--- config.mk ---
export PLATFORM = sky130hd
export DESIGN_NAME = ictm_timing
export DESIGN_NICKNAME = d
export VERILOG_FILES = /design/src/design/ictm_pkg.sv /design/src/design/ictm_lookup.sv /design/src/design/ictm_timing.sv
export SDC_FILE = /design/constraint.sdc
export NUM_CORES = 1
export LEC_CHECK = 0
export ABC_AREA = 1
export ABC_CLOCK_PERIOD_IN_PS = 3770
export BUFFER_PORTS_ARGS = -buffer_cell sky130_fd_sc_hd__buf_2
export CORE_UTILIZATION = 46
export DETAILED_ROUTE_END_ITERATION = 7
export GPL_TIMING_DRIVEN = 0
export PLACE_DENSITY = 0.73
export SYNTH_ARGS = -nofsm -noshare
export SYNTH_HDL_FRONTEND = slang
export SYNTH_SLANG_ARGS = --single-unit
--- constraint.sdc ---
create_clock -name clk -period 3.77 [get_ports clk]
set_clock_uncertainty 0.2 [all_clocks]
set_input_delay 0.754 -clock clk [delete_from_list [all_inputs] [get_ports clk]]
set_output_delay 0.754 -clock clk [all_outputs]
set_load 0.02 [all_outputs]
--- src/design/ictm_pkg.sv ---
// Behaviour
// - every clock total already contains its read, prefetch and write bus cycles, which are never added on top.
// - each instruction carries separate read, prefetch and write counts, held in that order.
// - a memory bit field spanning five bytes uses two operand accesses, one within four bytes uses one, and the five-byte case has the longer count.
// - memory bit field operations and single and dual compare-and-swap add the calculate-immediate-address time.
// - conditional and loop-decrement branches are complete as listed and take no addressing add-on.
// - a loop-decrement branch, condition false and count not expired, takes 3, 6 or 9 clocks, with two prefetches in the worst case.
// - a loop-decrement branch, condition false and count expired, takes 7, 10 or 10 clocks, with three prefetches in the worst case.
// - a type-1 module call with stack copy takes 63 plus 6 per transfer at best, with 7 plus n reads and 8 plus n writes.
// - a type-1 module call without stack copy takes 48, 50 or 56 clocks with 5 reads and 8 writes.
// - jump and jump-to-subroutine add the jump address time to 1 and 3 clocks at best and 7 and 11 at worst.
// - the single-bound check takes 8 clocks in every case, one prefetch at worst, plus the fetch address time.
// - module calls and the two-bound check add the fetch-immediate time, the two-bound check being 16 or 18 clocks.
// - load and push of an effective address add the calculate address time to 2 and 3 clocks, the push doing one write.
package ictm_pkg;

	localparam int ICTM_TOT_W = 12;
	localparam int ICTM_CNT_W = 8;

	// bus cycle counts, kept in read/prefetch/write order
	typedef struct packed {
		logic [ICTM_TOT_W-1:0] tot;
		logic [ICTM_CNT_W-1:0] rd;
		logic [ICTM_CNT_W-1:0] pf;
		logic [ICTM_CNT_W-1:0] wr;
	} ictm_cnt_t;

	// which addressing add-on an entry takes
	typedef enum logic [2:0] {
		AD_NONE      = 3'h0,
		AD_CALC_IMM  = 3'h1,
		AD_FETCH_IMM = 3'h2,
		AD_JUMP_EA   = 3'h3,
		AD_FETCH_EA  = 3'h4,
		AD_CALC_EA   = 3'h5
	} ictm_addon_t;

	typedef enum logic [1:0] {
		CASE_BEST  = 2'h0,
		CASE_CACHE = 2'h1,
		CASE_WORST = 2'h3
	} ictm_case_t;

	typedef enum logic [1:0] {
		FORM_REG  = 2'h0,
		FORM_MEM4 = 2'h1,
		FORM_MEM5 = 2'h2
	} ictm_form_t;

	typedef enum logic [1:0] {
		ST_IDLE = 2'h0,
		ST_RUN  = 2'h1,
		ST_DONE = 2'h3
	} ictm_state_t;

	// bit field ops first, three table rows each; the rest one row each
	typedef enum logic [5:0] {
		field_test_op, field_invert_op, field_clear_op, field_set_op,
		field_extract_signed_op, field_extract_unsigned_op,
		field_insert_op, field_find_first_one_op,
		cond_branch_taken_op, cond_branch_byte_nt_op,
		cond_branch_word_nt_op, cond_branch_long_nt_op,
		loop_decrement_branch_op, loop_decrement_expired_op,
		loop_decrement_true_op,
		and_status_op, xor_status_op, or_status_op,
		and_flags_op, xor_flags_op, or_flags_op,
		branch_subr_op, module_call_t0_op, module_call_op,
		module_call_t1_alt_op, module_call_copy_op,
		compare_swap_ok_op, compare_swap_fail_op,
		dual_compare_swap_op, dual_compare_swap_fail_op,
		single_bound_check_op, two_bound_check_op,
		jump_op, jump_subroutine_op, load_eff_addr_op,
		link_word_op, link_long_op, no_operation_op, push_eff_addr_op,
		return_dealloc_op, module_return_op, module_return_t1_op,
		return_restore_op, return_subr_op, unlink_op
	} ictm_op_t;

	// one table row: totals per case, then r/p/w (prefetch only at worst)
	typedef struct packed {
		logic [ICTM_TOT_W-1:0] tb;
		logic [ICTM_TOT_W-1:0] tc;
		logic [ICTM_TOT_W-1:0] tw;
		logic [ICTM_CNT_W-1:0] rd;
		logic [ICTM_CNT_W-1:0] pf;
		logic [ICTM_CNT_W-1:0] wr;
		ictm_addon_t           ad;
		logic                  per_n;
	} ictm_ent_t;

	localparam int                    ICTM_FIELD_OPS  = 8;
	localparam int                    ICTM_ROWS       = 61;
	localparam logic [5:0]            ICTM_FIELD_ROWS = 6'h18;
	localparam logic [ICTM_TOT_W-1:0] ICTM_PER_N_CLK  = 12'h006;
	localparam logic [ICTM_CNT_W-1:0] ICTM_PER_N_XFER = 8'h01;
	localparam logic [ICTM_TOT_W-1:0] ICTM_TOT_RST    = 12'h000;
	localparam ictm_cnt_t             ICTM_CNT_RST    = '0;

	function automatic ictm_ent_t ent(int tb, int tc, int tw, int r, int p,
			int w, ictm_addon_t ad, logic pn);
		ictm_ent_t e;
		e.tb    = ICTM_TOT_W'(tb);
		e.tc    = ICTM_TOT_W'(tc);
		e.tw    = ICTM_TOT_W'(tw);
		e.rd    = ICTM_CNT_W'(r);
		e.pf    = ICTM_CNT_W'(p);
		e.wr    = ICTM_CNT_W'(w);
		e.ad    = ad;
		e.per_n = pn;
		return e;
	endfunction : ent

	// field op rows: register, memory within four bytes, five bytes
	function automatic logic [5:0] ictm_row(ictm_op_t op, ictm_form_t f);
		logic [5:0] r;
		r = 6'(op);
		if (r < 6'(ICTM_FIELD_OPS)) begin
			r = 6'(r * 6'h03 + 6'(f));
		end else begin
			r = 6'(r - 6'(ICTM_FIELD_OPS) + ICTM_FIELD_ROWS);
		end
		return r;
	endfunction : ictm_row

	localparam ictm_ent_t ICTM_TBL [ICTM_ROWS] = '{
		ent( 3,  6,  7, 0, 1, 0, AD_NONE,      1'b0),
		ent(11, 11, 12, 1, 1, 0, AD_CALC_IMM,  1'b0),
		ent(15, 15, 16, 2, 1, 0, AD_CALC_IMM,  1'b0),
		ent( 9, 12, 12, 0, 1, 0, AD_NONE,      1'b0),
		ent(16, 16, 16, 1, 1, 1, AD_CALC_IMM,  1'b0),
		ent(24, 24, 24, 2, 1, 2, AD_CALC_IMM,  1'b0),
		ent( 9, 12, 12, 0, 1, 0, AD_NONE,      1'b0),
		ent(16, 16, 16, 1, 1, 1, AD_CALC_IMM,  1'b0),
		ent(24, 24, 24, 2, 1, 2, AD_CALC_IMM,  1'b0),
		ent( 9, 12, 12, 0, 1, 0, AD_NONE,      1'b0),
		ent(16, 16, 16, 1, 1, 1, AD_CALC_IMM,  1'b0),
		ent(24, 24, 24, 2, 1, 2, AD_CALC_IMM,  1'b0),
		ent( 5,  8,  8, 0, 1, 0, AD_NONE,      1'b0),
		ent(13, 13, 13, 1, 1, 0, AD_CALC_IMM,  1'b0),
		ent(18, 18, 18, 2, 1, 0, AD_CALC_IMM,  1'b0),
		ent( 5,  8,  8, 0, 1, 0, AD_NONE,      1'b0),
		ent(13, 13, 13, 1, 1, 0, AD_CALC_IMM,  1'b0),
		ent(18, 18, 18, 2, 1, 0, AD_CALC_IMM,  1'b0),
		ent( 7, 10, 10, 0, 1, 0, AD_NONE,      1'b0),
		ent(14, 14, 15, 1, 1, 1, AD_CALC_IMM,  1'b0),
		ent(20, 20, 21, 2, 1, 2, AD_CALC_IMM,  1'b0),
		ent(15, 18, 18, 0, 1, 0, AD_NONE,      1'b0),
		ent(24, 24, 24, 1, 1, 0, AD_CALC_IMM,  1'b0),
		ent(32, 32, 32, 2, 1, 0, AD_CALC_IMM,  1'b0),
		ent( 3,  6,  9, 0, 2, 0, AD_NONE,      1'b0),
		ent( 1,  4,  5, 0, 1, 0, AD_NONE,      1'b0),
		ent( 3,  6,  7, 0, 1, 0, AD_NONE,      1'b0),
		ent( 3,  6,  9, 0, 2, 0, AD_NONE,      1'b0),
		ent( 3,  6,  9, 0, 2, 0, AD_NONE,      1'b0),
		ent( 7, 10, 10, 0, 3, 0, AD_NONE,      1'b0),
		ent( 3,  6,  7, 0, 1, 0, AD_NONE,      1'b0),
		ent( 9, 12, 15, 0, 2, 0, AD_NONE,      1'b0),
		ent( 9, 12, 15, 0, 2, 0, AD_NONE,      1'b0),
		ent( 9, 12, 15, 0, 2, 0, AD_NONE,      1'b0),
		ent( 9, 12, 15, 0, 2, 0, AD_NONE,      1'b0),
		ent( 9, 12, 15, 0, 2, 0, AD_NONE,      1'b0),
		ent( 9, 12, 15, 0, 2, 0, AD_NONE,      1'b0),
		ent( 5,  7, 13, 0, 2, 1, AD_NONE,      1'b0),
		ent(28, 30, 36, 2, 2, 6, AD_FETCH_IMM, 1'b0),
		ent(48, 50, 56, 5, 2, 8, AD_FETCH_IMM, 1'b0),
		ent(55, 57, 64, 6, 2, 8, AD_FETCH_IMM, 1'b0),
		ent(63, 65, 71, 7, 2, 8, AD_FETCH_IMM, 1'b1),
		ent(15, 15, 16, 1, 1, 1, AD_CALC_IMM,  1'b0),
		ent(12, 12, 13, 1, 1, 0, AD_CALC_IMM,  1'b0),
		ent(23, 25, 28, 2, 2, 2, AD_CALC_IMM,  1'b0),
		ent(19, 22, 25, 2, 2, 0, AD_CALC_IMM,  1'b0),
		ent( 8,  8,  8, 0, 1, 0, AD_FETCH_EA,  1'b0),
		ent(16, 18, 18, 2, 1, 0, AD_FETCH_IMM, 1'b0),
		ent( 1,  4,  7, 0, 2, 0, AD_JUMP_EA,   1'b0),
		ent( 3,  5, 11, 0, 2, 1, AD_JUMP_EA,   1'b0),
		ent( 2,  2,  3, 0, 1, 0, AD_CALC_EA,   1'b0),
		ent( 3,  5,  7, 0, 1, 1, AD_NONE,      1'b0),
		ent( 4,  6, 10, 0, 2, 1, AD_NONE,      1'b0),
		ent( 2,  2,  3, 0, 1, 0, AD_NONE,      1'b0),
		ent( 3,  5,  6, 0, 1, 1, AD_CALC_EA,   1'b0),
		ent( 9, 10, 12, 1, 2, 0, AD_NONE,      1'b0),
		ent(18, 19, 22, 4, 2, 0, AD_NONE,      1'b0),
		ent(31, 32, 35, 6, 2, 1, AD_NONE,      1'b0),
		ent(13, 14, 15, 2, 2, 0, AD_NONE,      1'b0),
		ent( 9, 10, 12, 1, 2, 0, AD_NONE,      1'b0),
		ent( 5,  6,  7, 1, 1, 0, AD_NONE,      1'b0)
	};

endpackage : ictm_pkg

--- src/design/ictm_lookup.sv ---
`timescale 1ns/1ps
module ictm_lookup
	import ictm_pkg::*;
#(
	parameter int N_W = 6
) (
	// instruction and its context
	input  wire ictm_op_t   op,
	input  wire ictm_form_t form,
	input  wire ictm_case_t sel,
	input  wire [N_W-1:0]   n_xfer,
	// addressing add-on times
	input  wire ictm_cnt_t  calc_imm_time,
	input  wire ictm_cnt_t  fetch_imm_time,
	input  wire ictm_cnt_t  jump_ea_time,
	input  wire ictm_cnt_t  fetch_ea_time,
	input  wire ictm_cnt_t  calc_ea_time,
	// resulting cost
	output ictm_cnt_t       cost
);

	wire [5:0]             row;
	ictm_ent_t             e;
	ictm_cnt_t             addon;
	wire [ICTM_TOT_W-1:0]  base_tot;
	wire [ICTM_CNT_W-1:0]  base_pf;
	wire [ICTM_TOT_W-1:0]  n_tot;
	wire [ICTM_CNT_W-1:0]  n_cnt;

	// row select and entry fetch
	assign row = ictm_row(op, form);
	assign e   = ICTM_TBL[row];

	// add-on mux; branch rows carry AD_NONE so nothing is added
	assign addon = (e.ad == AD_CALC_IMM)  ? calc_imm_time :
	               (e.ad == AD_FETCH_IMM) ? fetch_imm_time :
	               (e.ad == AD_JUMP_EA)   ? jump_ea_time :
	               (e.ad == AD_FETCH_EA)  ? fetch_ea_time :
	               (e.ad == AD_CALC_EA)   ? calc_ea_time :
	               ICTM_CNT_RST;

	// case choice; row prefetches only show in the worst case, add-on prefetches in every case
	assign base_tot = (sel == CASE_BEST)  ? e.tb :
	                  (sel == CASE_CACHE) ? e.tc : e.tw;
	assign base_pf  = (sel == CASE_WORST) ? e.pf : '0;

	// per-transfer terms of the stack copy call
	assign n_tot = e.per_n ? ICTM_TOT_W'(ICTM_TOT_W'(n_xfer) * ICTM_PER_N_CLK)
	                       : ICTM_TOT_RST;
	assign n_cnt = e.per_n ? ICTM_CNT_W'(ICTM_CNT_W'(n_xfer) * ICTM_PER_N_XFER)
	                       : '0;

	// totals include bus cycles; r/p/w are reported, not added again
	assign cost.tot = ICTM_TOT_W'(base_tot + n_tot + addon.tot);
	assign cost.rd  = ICTM_CNT_W'(e.rd + n_cnt + addon.rd);
	assign cost.pf  = ICTM_CNT_W'(base_pf + addon.pf);
	assign cost.wr  = ICTM_CNT_W'(e.wr + n_cnt + addon.wr);

endmodule : ictm_lookup

--- src/design/ictm_timing.sv ---
`timescale 1ns/1ps
module ictm_timing
	import ictm_pkg::*;
#(
	parameter int N_W = 6
) (
	// clock and reset
	input  wire                  clk,
	input  wire                  sys_rst,
	// instruction request
	input  wire                  req_valid,
	input  wire ictm_op_t        req_op,
	input  wire                  req_mem,
	input  wire                  req_span5,
	input  wire [N_W-1:0]        req_n,
	// fetch and cache status for this instruction
	input  wire                  pf_overlap,
	input  wire                  cache_hit,
	// addressing add-on times
	input  wire ictm_cnt_t       calc_imm_time,
	input  wire ictm_cnt_t       fetch_imm_time,
	input  wire ictm_cnt_t       jump_ea_time,
	input  wire ictm_cnt_t       fetch_ea_time,
	input  wire ictm_cnt_t       calc_ea_time,
	// execution status and result
	output logic                 req_ready_ff,
	output logic                 busy_ff,
	output logic                 done_ff,
	output ictm_case_t           case_ff,
	output ictm_cnt_t            result_ff
);

	ictm_state_t           state_ff;
	ictm_state_t           nxt_state;
	logic [ICTM_TOT_W-1:0] remain_ff;
	logic [ICTM_TOT_W-1:0] nxt_remain;
	ictm_cnt_t             nxt_result;
	ictm_case_t            nxt_case;
	wire                   accept;
	wire                   last_clk;
	ictm_form_t            form;
	ictm_cnt_t             cost;

	// request taken only while idle
	assign accept   = req_valid & req_ready_ff;
	assign last_clk = (remain_ff <= 12'h001);

	// five-byte field needs the two-access row
	assign form = !req_mem   ? FORM_REG :
	              req_span5  ? FORM_MEM5 : FORM_MEM4;

	// overlap hides fetch time, else cache hit beats worst
	assign nxt_case = pf_overlap ? CASE_BEST :
	                  cache_hit  ? CASE_CACHE : CASE_WORST;

	ictm_lookup #(
		.N_W (N_W)
	) u_lookup (
		.op             (req_op),
		.form           (form),
		.sel            (nxt_case),
		.n_xfer         (req_n),
		.calc_imm_time  (calc_imm_time),
		.fetch_imm_time (fetch_imm_time),
		.jump_ea_time   (jump_ea_time),
		.fetch_ea_time  (fetch_ea_time),
		.calc_ea_time   (calc_ea_time),
		.cost           (cost)
	);

	// sequencing: the busy span is the reported total, bus cycles included
	always_comb begin
		nxt_state  = state_ff;
		nxt_remain = remain_ff;
		nxt_result = result_ff;
		unique case (state_ff)
			ST_IDLE: begin
				if (accept) begin
					nxt_state  = ST_RUN;
					nxt_remain = cost.tot;
					nxt_result = cost;
				end
			end
			ST_RUN: begin
				nxt_remain = ICTM_TOT_W'(remain_ff - 12'h001);
				if (last_clk) begin
					nxt_state = ST_DONE;
				end
			end
			ST_DONE: begin
				nxt_state = ST_IDLE;
			end
			default: begin
				nxt_state = ST_IDLE;
			end
		endcase
	end

	// state and counter
	always_ff @(posedge clk or posedge sys_rst) begin
		if (sys_rst) begin
			state_ff  <= ST_IDLE;
			remain_ff <= ICTM_TOT_RST;
			result_ff <= ICTM_CNT_RST;
		end else begin
			state_ff  <= nxt_state;
			remain_ff <= nxt_remain;
			result_ff <= nxt_result;
		end
	end

	// status flags registered from next state so outputs stay glitch free
	always_ff @(posedge clk or posedge sys_rst) begin
		if (sys_rst) begin
			req_ready_ff <= 1'b1;
			busy_ff      <= 1'b0;
			done_ff      <= 1'b0;
			case_ff      <= CASE_BEST;
		end else begin
			req_ready_ff <= (nxt_state == ST_IDLE);
			busy_ff      <= (nxt_state == ST_RUN);
			done_ff      <= (nxt_state == ST_DONE);
			if (accept) begin
				case_ff <= nxt_case;
			end
		end
	end

	// helper: length of the busy span, only read by checks
	logic [ICTM_TOT_W-1:0] run_len_ff;
	always_ff @(posedge clk or posedge sys_rst) begin
		if (sys_rst) begin
			run_len_ff <= ICTM_TOT_RST;
		end else if (accept) begin
			run_len_ff <= ICTM_TOT_RST;
		end else if (busy_ff) begin
			run_len_ff <= ICTM_TOT_W'(run_len_ff + 12'h001);
		end
	end

	property p_span_total;
		@(posedge clk) disable iff (sys_rst)
		$rose(done_ff) |-> run_len_ff == result_ff.tot;
	endproperty
	a_span_total: assert property (p_span_total)
		else $error("busy span differs from reported total");

	property p_reg_field_no_bus;
		@(posedge clk) disable iff (sys_rst)
		accept && !req_mem && req_op == field_set_op
		|=> result_ff.rd == 8'h00 && result_ff.wr == 8'h00;
	endproperty
	a_reg_field_no_bus: assert property (p_reg_field_no_bus)
		else $error("register field op shows operand cycles");

	property p_span5_two_reads;
		@(posedge clk) disable iff (sys_rst)
		accept && req_mem && req_span5 && req_op == field_test_op
		|=> result_ff.rd == 8'(8'h02 + $past(calc_imm_time.rd));
	endproperty
	a_span5_two_reads: assert property (p_span5_two_reads)
		else $error("five byte field not two reads");

	property p_span4_one_read;
		@(posedge clk) disable iff (sys_rst)
		accept && req_mem && !req_span5 && req_op == field_insert_op
		|=> result_ff.rd == 8'(8'h01 + $past(calc_imm_time.rd))
		 && result_ff.wr == 8'(8'h01 + $past(calc_imm_time.wr));
	endproperty
	a_span4_one_read: assert property (p_span4_one_read)
		else $error("four byte field not one access");

	property p_dual_swap_addon;
		@(posedge clk) disable iff (sys_rst)
		accept && pf_overlap && req_op == dual_compare_swap_op
		|=> result_ff.tot == 12'(12'h017 + $past(calc_imm_time.tot));
	endproperty
	a_dual_swap_addon: assert property (p_dual_swap_addon)
		else $error("dual swap missing immediate time");

	property p_branch_no_addon;
		@(posedge clk) disable iff (sys_rst)
		accept && !pf_overlap && !cache_hit
		&& req_op == cond_branch_taken_op
		|=> result_ff.tot == 12'h009 && result_ff.pf == 8'h02;
	endproperty
	a_branch_no_addon: assert property (p_branch_no_addon)
		else $error("branch total not complete as listed");

	property p_loop_not_expired;
		@(posedge clk) disable iff (sys_rst)
		accept && !pf_overlap && !cache_hit
		&& req_op == loop_decrement_branch_op
		|=> result_ff.tot == 12'h009 && result_ff.pf == 8'h02
		##1 busy_ff [*8] ##1 done_ff;
	endproperty
	a_loop_not_expired: assert property (p_loop_not_expired)
		else $error("loop branch not expired wrong");

	property p_loop_expired;
		@(posedge clk) disable iff (sys_rst)
		accept && !pf_overlap && cache_hit
		&& req_op == loop_decrement_expired_op
		|=> result_ff.tot == 12'h00a && case_ff == CASE_CACHE;
	endproperty
	a_loop_expired: assert property (p_loop_expired)
		else $error("loop branch expired wrong");

	property p_call_copy;
		@(posedge clk) disable iff (sys_rst)
		accept && pf_overlap && req_op == module_call_copy_op
		|=> result_ff.tot == 12'(12'h03f + 12'h006 * 12'($past(req_n))
		    + $past(fetch_imm_time.tot))
		 && result_ff.wr == 8'(8'h08 + 8'($past(req_n))
		    + $past(fetch_imm_time.wr));
	endproperty
	a_call_copy: assert property (p_call_copy)
		else $error("stack copy call count wrong");

	property p_call_no_copy;
		@(posedge clk) disable iff (sys_rst)
		accept && !pf_overlap && !cache_hit && req_op == module_call_op
		|=> result_ff.tot == 12'(12'h038 + $past(fetch_imm_time.tot))
		 && result_ff.rd == 8'(8'h05 + $past(fetch_imm_time.rd));
	endproperty
	a_call_no_copy: assert property (p_call_no_copy)
		else $error("call without copy wrong");

	property p_jump_sub;
		@(posedge clk) disable iff (sys_rst)
		accept && !pf_overlap && !cache_hit
		&& req_op == jump_subroutine_op
		|=> result_ff.tot == 12'(12'h00b + $past(jump_ea_time.tot));
	endproperty
	a_jump_sub: assert property (p_jump_sub)
		else $error("jump subroutine total wrong");

	property p_single_check;
		@(posedge clk) disable iff (sys_rst)
		accept && req_op == single_bound_check_op
		|=> result_ff.tot == 12'(12'h008 + $past(fetch_ea_time.tot));
	endproperty
	a_single_check: assert property (p_single_check)
		else $error("single bound check not eight");

	property p_two_check;
		@(posedge clk) disable iff (sys_rst)
		accept && pf_overlap && req_op == two_bound_check_op
		|=> result_ff.tot == 12'(12'h010 + $past(fetch_imm_time.tot));
	endproperty
	a_two_check: assert property (p_two_check)
		else $error("two bound check total wrong");

	property p_push_addr;
		@(posedge clk) disable iff (sys_rst)
		accept && pf_overlap && req_op == push_eff_addr_op
		|=> result_ff.tot == 12'(12'h003 + $past(calc_ea_time.tot))
		 && result_ff.wr == 8'(8'h01 + $past(calc_ea_time.wr));
	endproperty
	a_push_addr: assert property (p_push_addr)
		else $error("push address count wrong");

	property p_case_overlap;
		@(posedge clk) disable iff (sys_rst)
		accept && pf_overlap |=> case_ff == CASE_BEST && busy_ff;
	endproperty
	a_case_overlap: assert property (p_case_overlap)
		else $error("overlap did not select best case");

endmodule : ictm_timing

==> metrics, run 1 <==
Max rail drop VDD 0.000386 V; final setup violation count 48; number of remaining DRC errors 0; status finished with violations; Placed Cells 1,604; Cells after Synth 1,148; Power Dens Cells 434 nW/um^2; final-report max-slew violation count 0; max cap viols 0; vias in the first global route 8,876; Largest stage delay, worst path 0.52 ns; Fin. Hold Viols 0; RSZ-0062 raised after global routing yes; WL/cell 19.6 um; syn nets 1,428; Final ANT Viol Nets 0; most frequent cells in the layout 267 x nand2_1, 239 x buf_2, 116 x inv_1, 110 x nor2_1, 74 x buf_4; fill cell count 1,306; root buffer cell clkbuf_16; Fmax 156 MHz; Layout area overhead 48.9%; Hold Buf Count CTS 0; Die Wd 130 um; Slew @ Worst Pin 1.03 ns; Tot GR Track Use 37.1%; clk_lat worst skew 0.30 ns; CTS tree built; vias 9,802; Seq/Total Area, Yosys 18.4%; Finished Layout Cells 1,709; Tot Pwr 0.00484 W; CTS H-tree lvls 2; Final Cycle Share 170%; Worst Path Arrival 6.39 ns; global-route wire length before repair 47,500 um; drt total wl 33,500 um; Yosys Warn Count 0; failing checks negative setup slack; layout cells sized above 1 39.3%; crit path launch type input port; Leak Pwr 5.74 nW; antenna violations before repair 0; core area 15,900 sq um; Rel. slew slack 31.3%; crit end category register; CP max FO 6; register bit total from synthesis 55; DIE AREA 16,800 sq um; Worst Path Required 3.76 ns; DP Worst Slack -3.50 ns; Fin Hold WS 0.276 ns; initial core utilization 47.1%; Clock transition at path regs 0.07 ns; WP buf/inv 15; grt ovf 0; IO Pins 240; hold crit path type in -> async; clock net sink count 55; vias per cell 5.74; ANT cells 0; commonest non-fill, non-tap cell in the layout nand2_1; Yosys cell types 55; ys async rst share 100%; Final WS setup -2.63 ns; Max clock buf depth 2; port buffer count 239; Final nets 1,773; cell repeated most along the worst path nand2_1; Top delay family on crit path adder cells; slowest CP cell fa_1; drt pass-1 iters 8; largest net degree at the start of global routing 35; chip height 130 um; Post-Syn Area 7490 sq um; Num CTS Buffers 5; number of synthesized flops with an enable pin 0; Syn Area/Cell 6.52 sq um; flop-to-flop setup slack 0.72 ns; post-DP HPWL 24,300 um; Initial DRC Count 1,055; row cnt 46; GPL Wtd Cong 1.02; crit path kind in -> reg; min Tclk post-route 6.40 ns; Post-synth top flop dfrtp_1
[final cells by class]
class,instances,area [sq um],share of cell area (%)
Tap cell,216,270,2.42
Timing Repair Buffer,338,2100,18.9
Clock buffer,5,125,1.12
Buffer,45,468,4.20
Clock inverter,2,37.5,0.337
Inverter,144,576,5.16
Sequential cell,55,1380,12.4
Multi-Input combinational cell,904,6190,55.5
[routing by layer]
layer	global-route usage, %	vias up	wire length (um)
met3	4.83	157	2910
met1	46.4	4523	12700
met5	0	-	0
met2	60.6	608	15800
met4	23.4	0	2080
li1	-	4514	-
[kinds of logic (layout without fill, tap and decap cells)]
group           Yosys count  after routing  synth area share [%]
compound gates          234            234                  19.4
xor+xnor                 18             18                  2.21
fa+ha+maj                81             81                  15.5
buf+inv                 189            534                  10.5
flops                    55             55                  18.4
simple gates            571            571                  33.9
[cells in the mapped netlist (18+ instances only)]
cell      instances  area, sq um
nand2_1         302         1130
inv_1           135          507
nor2_1          121          454
o21ai_0          81          405
nand3_1          76          380
a21oi_1          62          310
ha_1             61          763
dfrtp_1          54         1350
clkbuf_1         24         90.1
fa_1             20          400
a22oi_1          19          143
nand4_1          18          113
[what timing repair did]
item                                    in CTS  in global routing
setup buffers                               59                 53
endpoints found under the setup margin      48                 48
resized for setup                          140                135
pin swaps                                   67                110
[per-stage QoR]
stage / setup TNS, ns / instance area [sq um] / utilization [%]
4_1_cts: -84.43 / 10300 / 65.1
3_5_place_dp: -124.20 / 9170 / 57.7
3_3_place_gp: -124.23 / 9150 / 57.6
6_report: -88.33 / 11100 / 70.2
5_1_grt: -97.54 / 11100 / 70.2
2_1_floorplan: -75.09 / 7680 / -
[worst paths after layout]
| path | end | cells after the start | from |
|---|---|---|---|
| max | result_ff[35] | 43 | req_op[1] |
| min reg2reg | result_ff[29] | 2 | result_ff[29] |
| min | result_ff[21] | 2 | sys_rst |
| max reg2reg | result_ff[10] | 9 | req_ready_ff |
| min in group clk | result_ff[29] | 2 | result_ff[29] |
| max in group asynchronous | req_ready_ff | 3 | sys_rst |
[where the power goes]
group	leakage (nW)	total (W)	switching, W	internal [W]
sequential	0.696	0.00102	0.000160	0.000863
combinational	4.97	0.00330	0.00196	0.00134
clock	0.0759	0.000520	0.000210	0.000310
total	5.74	0.00484	0.00233	0.00251
[flip-flops by register name (all words and copies together) (netlist names)]
| register | count |
|---|---|
| state_ff | 2 |
| done_ff | 1 |
| remain_ff | 12 |
| busy_ff | 1 |
| case_ff | 2 |
| result_ff | 36 |
| req_ready_ff | 1 |
[worst reg2reg max path, cell delays in order (launching register included)]
cell and delay [ns]:
dfstp_2 0.52, nand2_1 0.11, nor2_1 0.15, inv_1 0.09, nor2_1 0.78, inv_1 0.13, clkbuf_1 0.33, clkbuf_1 0.37
nand2_1 0.18, o21ai_2 0.07
Note: power is estimated with default switching activity, not from simulation.
==> run 2: changes to the inputs <==
Settings changed: MAX_ROUTING_LAYER set to met4.
==> run 2 against run 1 <==
  * The run still ends with negative setup slack left
  * Flip-flop and latch count did not move
  * Largest cell class unchanged
  * Highest routed layer unchanged
  * Global-route usage up 0.72 points
  * Sequential power is essentially flat
  * Fmax is 1.2% higher
  * Critical endpoint unchanged
  * Utilization decreased by 3.4 points
  * Count of clock-buffer cells in the layout is 1 higher
  * Sequential share of layout area increased by 0.63 points
==> metrics, run 2 (synthesis gave the netlist of run 1 again) <==
min Tclk post-route 6.32 ns (was 6.40 ns); Power Dens Cells 424 nW/um^2 (was 434 nW/um^2); Worst Path Required 3.80 ns (was 3.76 ns); slowest CP cell fa_1 (unchanged); Comb pwr share 66.4% (was 68.1%); ANT cells 0 (unchanged); IO Pins 240 (unchanged); initial core utilization 47.1% (unchanged); layout cells sized above 1 36.0% (was 39.3%); crit path launch type input port (unchanged); clock net sink count 55 (unchanged); final setup violation count 48 (unchanged); core area 15,900 sq um (unchanged); root buffer cell clkbuf_16 (unchanged); vias per cell 5.63 (was 5.74); switch share 48.9% (was 48.1%); Internal Power 0.00230 W (was 0.00251 W); chip height 130 um (unchanged); max FFs per register 36 (unchanged); crit end category register (unchanged); largest net degree at the start of global routing 37 (was 35); global-route wire length before repair 46,900 um (was 47,500 um); crit path launch req_op[1] (unchanged); drt pass-1 iters 7 (was 8); Rel. slew slack 34.5% (was 31.3%); Reg-to-Reg Start req_ready_ff (unchanged); Worst Path Arrival 6.36 ns (was 6.39 ns); RSZ-0062 raised after global routing yes (unchanged); vias 9,453 (was 9,802); Max clock buf depth 2 (unchanged); status finished with violations (unchanged); Die Wd 130 um (unchanged); vias in the first global route 8,713 (was 8,876); number of remaining DRC errors 0 (unchanged); max cap viols 0 (unchanged); Num CTS Buffers 5 (unchanged); hold crit path type in -> async (unchanged); DP Worst Slack -3.50 ns (about the same); CP max FO 5 (was 6); Fin. Hold Viols 0 (unchanged); port buffer count 239 (unchanged); Most flops, register result_ff (unchanged); Final Cycle Share 168% (was 170%); Final ANT Viol Nets 0 (unchanged); CTS H-tree lvls 2 (unchanged); antenna violations before repair 0 (unchanged); Tot GR Track Use 37.9% (was 37.1%); sequential share of power 22.8% (was 21.1%); Psw 0.00220 W (was 0.00233 W); clock power share 10.7% (about the same); grt ovf 0 (unchanged); Final nets 1,743 (was 1,773); crit path kind in -> reg (unchanged); failing checks negative setup slack (unchanged); Layout area overhead 41.7% (was 48.9%); final-report max-slew violation count 0 (unchanged); Fin Hold WS 0.262 ns (was 0.276 ns); Fmax 158 MHz (was 156 MHz); biggest regs result_ff (36), remain_ff (12) (unchanged); row cnt 46 (unchanged); drt total wl 32,400 um (was 33,500 um); Hold Buf Count CTS 0 (unchanged); commonest non-fill, non-tap cell in the layout nand2_1 (unchanged); Final WS setup -2.55 ns (was -2.63 ns); Initial DRC Count 915 (was 1,055); post-DP HPWL 24,700 um (was 24,300 um); Slew @ Worst Pin 0.979 ns (was 1.03 ns); most frequent cells in the layout 276 x nand2_1, 239 x buf_2, 123 x inv_1, 109 x nor2_1, 72 x nand3_1 (was 267 x nand2_1, 239 x buf_2, 116 x inv_1, 110 x nor2_1, 74 x buf_4); GPL Wtd Cong 1.02 (about the same); Largest stage delay, worst path 0.61 ns (was 0.52 ns); Clock transition at path regs 0.07 ns (about the same); Leak Pwr 5.56 nW (was 5.74 nW); CTS tree built (unchanged); Max rail drop VDD 0.000477 V (was 0.000386 V); DIE AREA 16,800 sq um (unchanged); clk_lat worst skew 0.29 ns (was 0.30 ns); WL/cell 19.3 um (was 19.6 um)
[run 2: cell count changes in the layout (fill, tap and decap cells not counted), moves of 7 or more]
cell / before / now
nand2_1: 267 / 276
nand2_2: 36 / 27
buf_4: 74 / 58
inv_1: 116 / 123
nand3_1: 65 / 72
buf_6: 25 / 16
[run 2: timing repair]
item                       4_1_cts  5_1_grt
resized for setup               84      116
gates cloned                     0        1
pin swaps                       51       49
setup buffers                   48       24
setup endpoints to repair       48       48
[run 2: per-stage QoR]
step           setup TNS, ns  util, %  instances  cell area [sq um]  power [W]
2_1_floorplan         -75.09        -       1148               7680    0.00268
3_3_place_gp         -124.02     57.6       1603               9150    0.00345
3_5_place_dp         -126.15     57.7       1604               9170    0.00349
4_1_cts               -83.14     63.1       1657              10000    0.00421
5_1_grt               -92.51     66.8       1680              10600    0.00481
6_report              -83.40     66.8       1680              10600    0.00450
[run 2: path summary, 6_finish.rpt]
kind                       slack [ns]       endpoint  depth (start not counted)
setup / recovery                -2.55  result_ff[35]                         42
hold / removal                   0.26  result_ff[22]                          2
setup reg to reg                 0.73   result_ff[5]                          9
hold reg to reg                  0.27  result_ff[14]                          2
max in group asynchronous        2.50   req_ready_ff                          3
min in group clk                 0.27  result_ff[14]                          2
[run 2: area by class of cell]
type | count | area, sq um
clock inverters | 2 | 16.3
plain buffers | 45 | 452
repair buffers | 308 | 1810
well taps | 216 | 270
flip-flops and latches | 55 | 1380
fillers | 1387 | 5280
clock buffers | 6 | 139
inverters | 144 | 566
multi-input cells | 904 | 5980
[run 2: layer usage]
metal | wire (um) | vias to the layer above | track usage (%) | share of wire (%)
li1 | - | 4450 | - | -
met1 | 13000 | 4421 | 47.1 | 40
met2 | 15600 | 472 | 61.4 | 48
met3 | 2170 | 110 | 4.05 | 6.7
met4 | 1680 | 0 | 17.9 | 5.2
met5 | 0 | - | - | 0
[run 2: critical path: cells and delay by family]
| family | cells | cell delay, ns |
|---|---|---|
| simple gates | 16 | 1.32 |
| compound gates | 8 | 1.25 |
| fa+ha+maj | 6 | 2.11 |
| buf+inv | 12 | 0.92 |
[run 2: power by group through the flow]
stage	registers [W]	clock network (W)	logic, W
4_1_cts	0.00102	0.000486	0.00271
2_1_floorplan	0.00126	0	0.00142
5_1_grt	0.00106	0.000511	0.00324
3_5_place_dp	0.00102	0	0.00247
6_report	0.00103	0.000483	0.00299
3_3_place_gp	0.00102	0	0.00243
==> run 3: changes to the inputs <==
Settings changed: CELL_PAD_IN_SITES_DETAIL_PLACEMENT set to 2, CELL_PAD_IN_SITES_GLOBAL_PLACEMENT set to 2, CORE_UTILIZATION 46 to 29, PLACE_DENSITY 0.73 to unset, PLACE_DENSITY_LB_ADDON set to 0.1.
==> run 3 against run 2 <==
  * The run still ends with negative setup slack left
  * Highest routed layer unchanged
  * Critical endpoint is now result_ff[33]
  * Sequential share of layout area shrank 0.67 points
  * Routed wire length grew 40%
  * Critical path depth is 1 higher
  * Flip-flop and latch count is the same
  * Fmax down 6.0%
  * Sequential power increased by 4%
  * Utilization fell by 22 points
==> metrics, run 3 (synthesis gave the netlist of run 1 again) <==
vias 9,940 (was 9,453); RSZ-0062 raised after global routing yes (unchanged); crit path launch type input port (unchanged); WL/cell 24.9 um (was 19.3 um); largest net degree at the start of global routing 38 (was 37); vias in the first global route 10,726 (was 8,713); Tot GR Track Use 32.5% (was 37.9%); Largest stage delay, worst path 0.57 ns (was 0.61 ns); Most flops, register result_ff (unchanged); ANT cells 0 (unchanged); min Tclk post-route 6.73 ns (was 6.32 ns); Reg-to-Reg Start req_ready_ff (unchanged); drt pass-1 iters 5 (was 7); Final WS setup -2.96 ns (was -2.55 ns); Finished Layout Cells 1,817 (was 1,680); Num CTS Buffers 5 (unchanged); max cap viols 0 (unchanged); IO Pins 240 (unchanged); clock net sink count 55 (unchanged); Fmax 149 MHz (was 158 MHz); drt total wl 45,300 um (was 32,400 um); hold crit path type in -> async (unchanged); DIE AREA 26,500 sq um (was 16,800 sq um); Leak Pwr 5.67 nW (was 5.56 nW); DP Worst Slack -3.84 ns (was -3.50 ns); slowest CP cell fa_2 (was fa_1); final-report max-slew violation count 0 (unchanged); root buffer cell clkbuf_16 (unchanged); fill cell count 3,022 (was 1,387); GPL Wtd Cong 0.959 (was 1.02); Slew @ Worst Pin 0.947 ns (was 0.979 ns); R2R depth 9 (unchanged); failing checks negative setup slack (unchanged); Max rail drop VDD 0.000258 V (was 0.000477 V); antenna violations before repair 0 (unchanged); Final Cycle Share 178% (was 168%); layout cells sized above 1 38.3% (was 36.0%); biggest regs result_ff (36), remain_ff (12) (unchanged); final setup violation count 48 (unchanged); CTS H-tree lvls 2 (unchanged); Max clock buf depth 2 (unchanged); CP max FO 6 (was 5); Fin. Hold Viols 0 (unchanged); crit end category register (unchanged); port buffer count 239 (unchanged); crit path kind in -> reg (unchanged); area post-placement 9310 sq um (was 9170 sq um); Worst Path Required 3.82 ns (was 3.80 ns); status finished with violations (unchanged); Multi-input gate area 6190 sq um (was 5980 sq um); Fin Hold WS 0.247 ns (was 0.262 ns); grt ovf 0 (unchanged); Final nets 1,766 (was 1,743); core area 25,300 sq um (was 15,900 sq um); Power Dens Cells 465 nW/um^2 (was 424 nW/um^2); row cnt 58 (was 46); Rel. slew slack 36.7% (was 34.5%); Final ANT Viol Nets 0 (unchanged); Die Wd 163 um (was 130 um); vias per cell 5.47 (was 5.63); fin area 11,200 sq um (was 10,600 sq um); chip height 163 um (was 130 um); clk_lat worst skew 0.31 ns (was 0.29 ns); Layout area overhead 49.4% (was 41.7%); global-route wire length before repair 63,000 um (was 46,900 um); flop-to-flop setup slack 0.36 ns (was 0.73 ns); number of remaining DRC errors 0 (unchanged); initial core utilization 29.6% (was 47.1%); Reg area 1380 sq um (unchanged); utilization after layout 44.3% (was 66.8%); Worst R2R End result_ff[0] (was result_ff[5]); commonest non-fill, non-tap cell in the layout nand2_1 (unchanged); post-DP HPWL 30,700 um (was 24,700 um); Worst Path Arrival 6.78 ns (was 6.36 ns); max FFs per register 36 (unchanged); CTS tree built (unchanged); most frequent cells in the layout 279 x nand2_1, 239 x buf_2, 113 x inv_1, 111 x nor2_1 (was 276 x nand2_1, 239 x buf_2, 123 x inv_1, 109 x nor2_1, 72 x nand3_1); Placed Cells 1,718 (was 1,604); Initial DRC Count 656 (was 915); Clock transition at path regs 0.08 ns (was 0.07 ns)
## run 3: changes by cell type in the layout (fill, tap and decap cells not counted), moves of 4 or more
cell,change
buf_4,+11
buf_6,+11
inv_1,-10
inv_2,+9
ha_4,+8
ha_2,-5
xor2_1,-4
xor2_2,+4
## run 3: worst max-delay path by stage
stage	from	to	slack, ns	cells after the start
after floorplan	req_op[0]	remain_ff[11]	-2.35	41
after global placement	req_op[0]	remain_ff[11]	-3.70	30
final	req_op[0]	result_ff[33]	-2.96	43
after global routing	req_op[0]	remain_ff[9]	-3.14	43
after CTS	req_op[0]	result_ff[35]	-2.63	41
after detailed placement	req_op[0]	result_ff[35]	-3.84	30
## run 3: layout make-up
type                            count  share of cell area (%)
Inverter                          144                    5.13
Timing Repair Buffer              332                    18.2
Clock inverter                      3                   0.224
Buffer                             44                    3.98
Multi-Input combinational cell    904                    55.3
Tap cell                          330                    3.69
Clock buffer                        5                    1.12
Sequential cell                    55                    12.3
## run 3: metrics by stage
stage | setup TNS [ns] | total power [W]
4_1_cts | -93.15 | 0.00474
5_1_grt | -107.53 | 0.00546
6_report | -99.34 | 0.00520
3_3_place_gp | -136.76 | 0.00360
3_5_place_dp | -139.65 | 0.00370
2_1_floorplan | -75.09 | 0.00268
## run 3: power by group
| part | internal [W] | switching (W) |
|---|---|---|
| Clock | 0.000251 | 0.000263 |
| Sequential | 0.000863 | 0.000211 |
| Combinational | 0.00138 | 0.00223 |
| Total | 0.00249 | 0.00271 |
## run 3: timing repair
item,in CTS,in global routing
setup endpoints to repair,48,48
gates cloned,0,0
hold buffers,0,0
setup buffers,72,20
pin swaps,82,63
resized for setup,168,78
## run 3: per-layer routing
metal | wire [um] | vias up | GRT usage (%)
met2 | 22200 | 411 | 54.9
met1 | 19000 | 4965 | 40.4
met3 | 2340 | 88 | 3.59
met5 | 0 | - | -
li1 | - | 4476 | -
met4 | 1680 | 0 | 9.86
## run 3: critical path: cells and delay by family
| kind | cells | cell delay (ns) |
|---|---|---|
| AND/OR/NAND/NOR | 13 | 1.31 |
| AO/OA/AOI/OAI | 6 | 0.90 |
| adder cells (fa/ha/maj) | 7 | 2.09 |
| buffers and inverters | 17 | 1.70 |
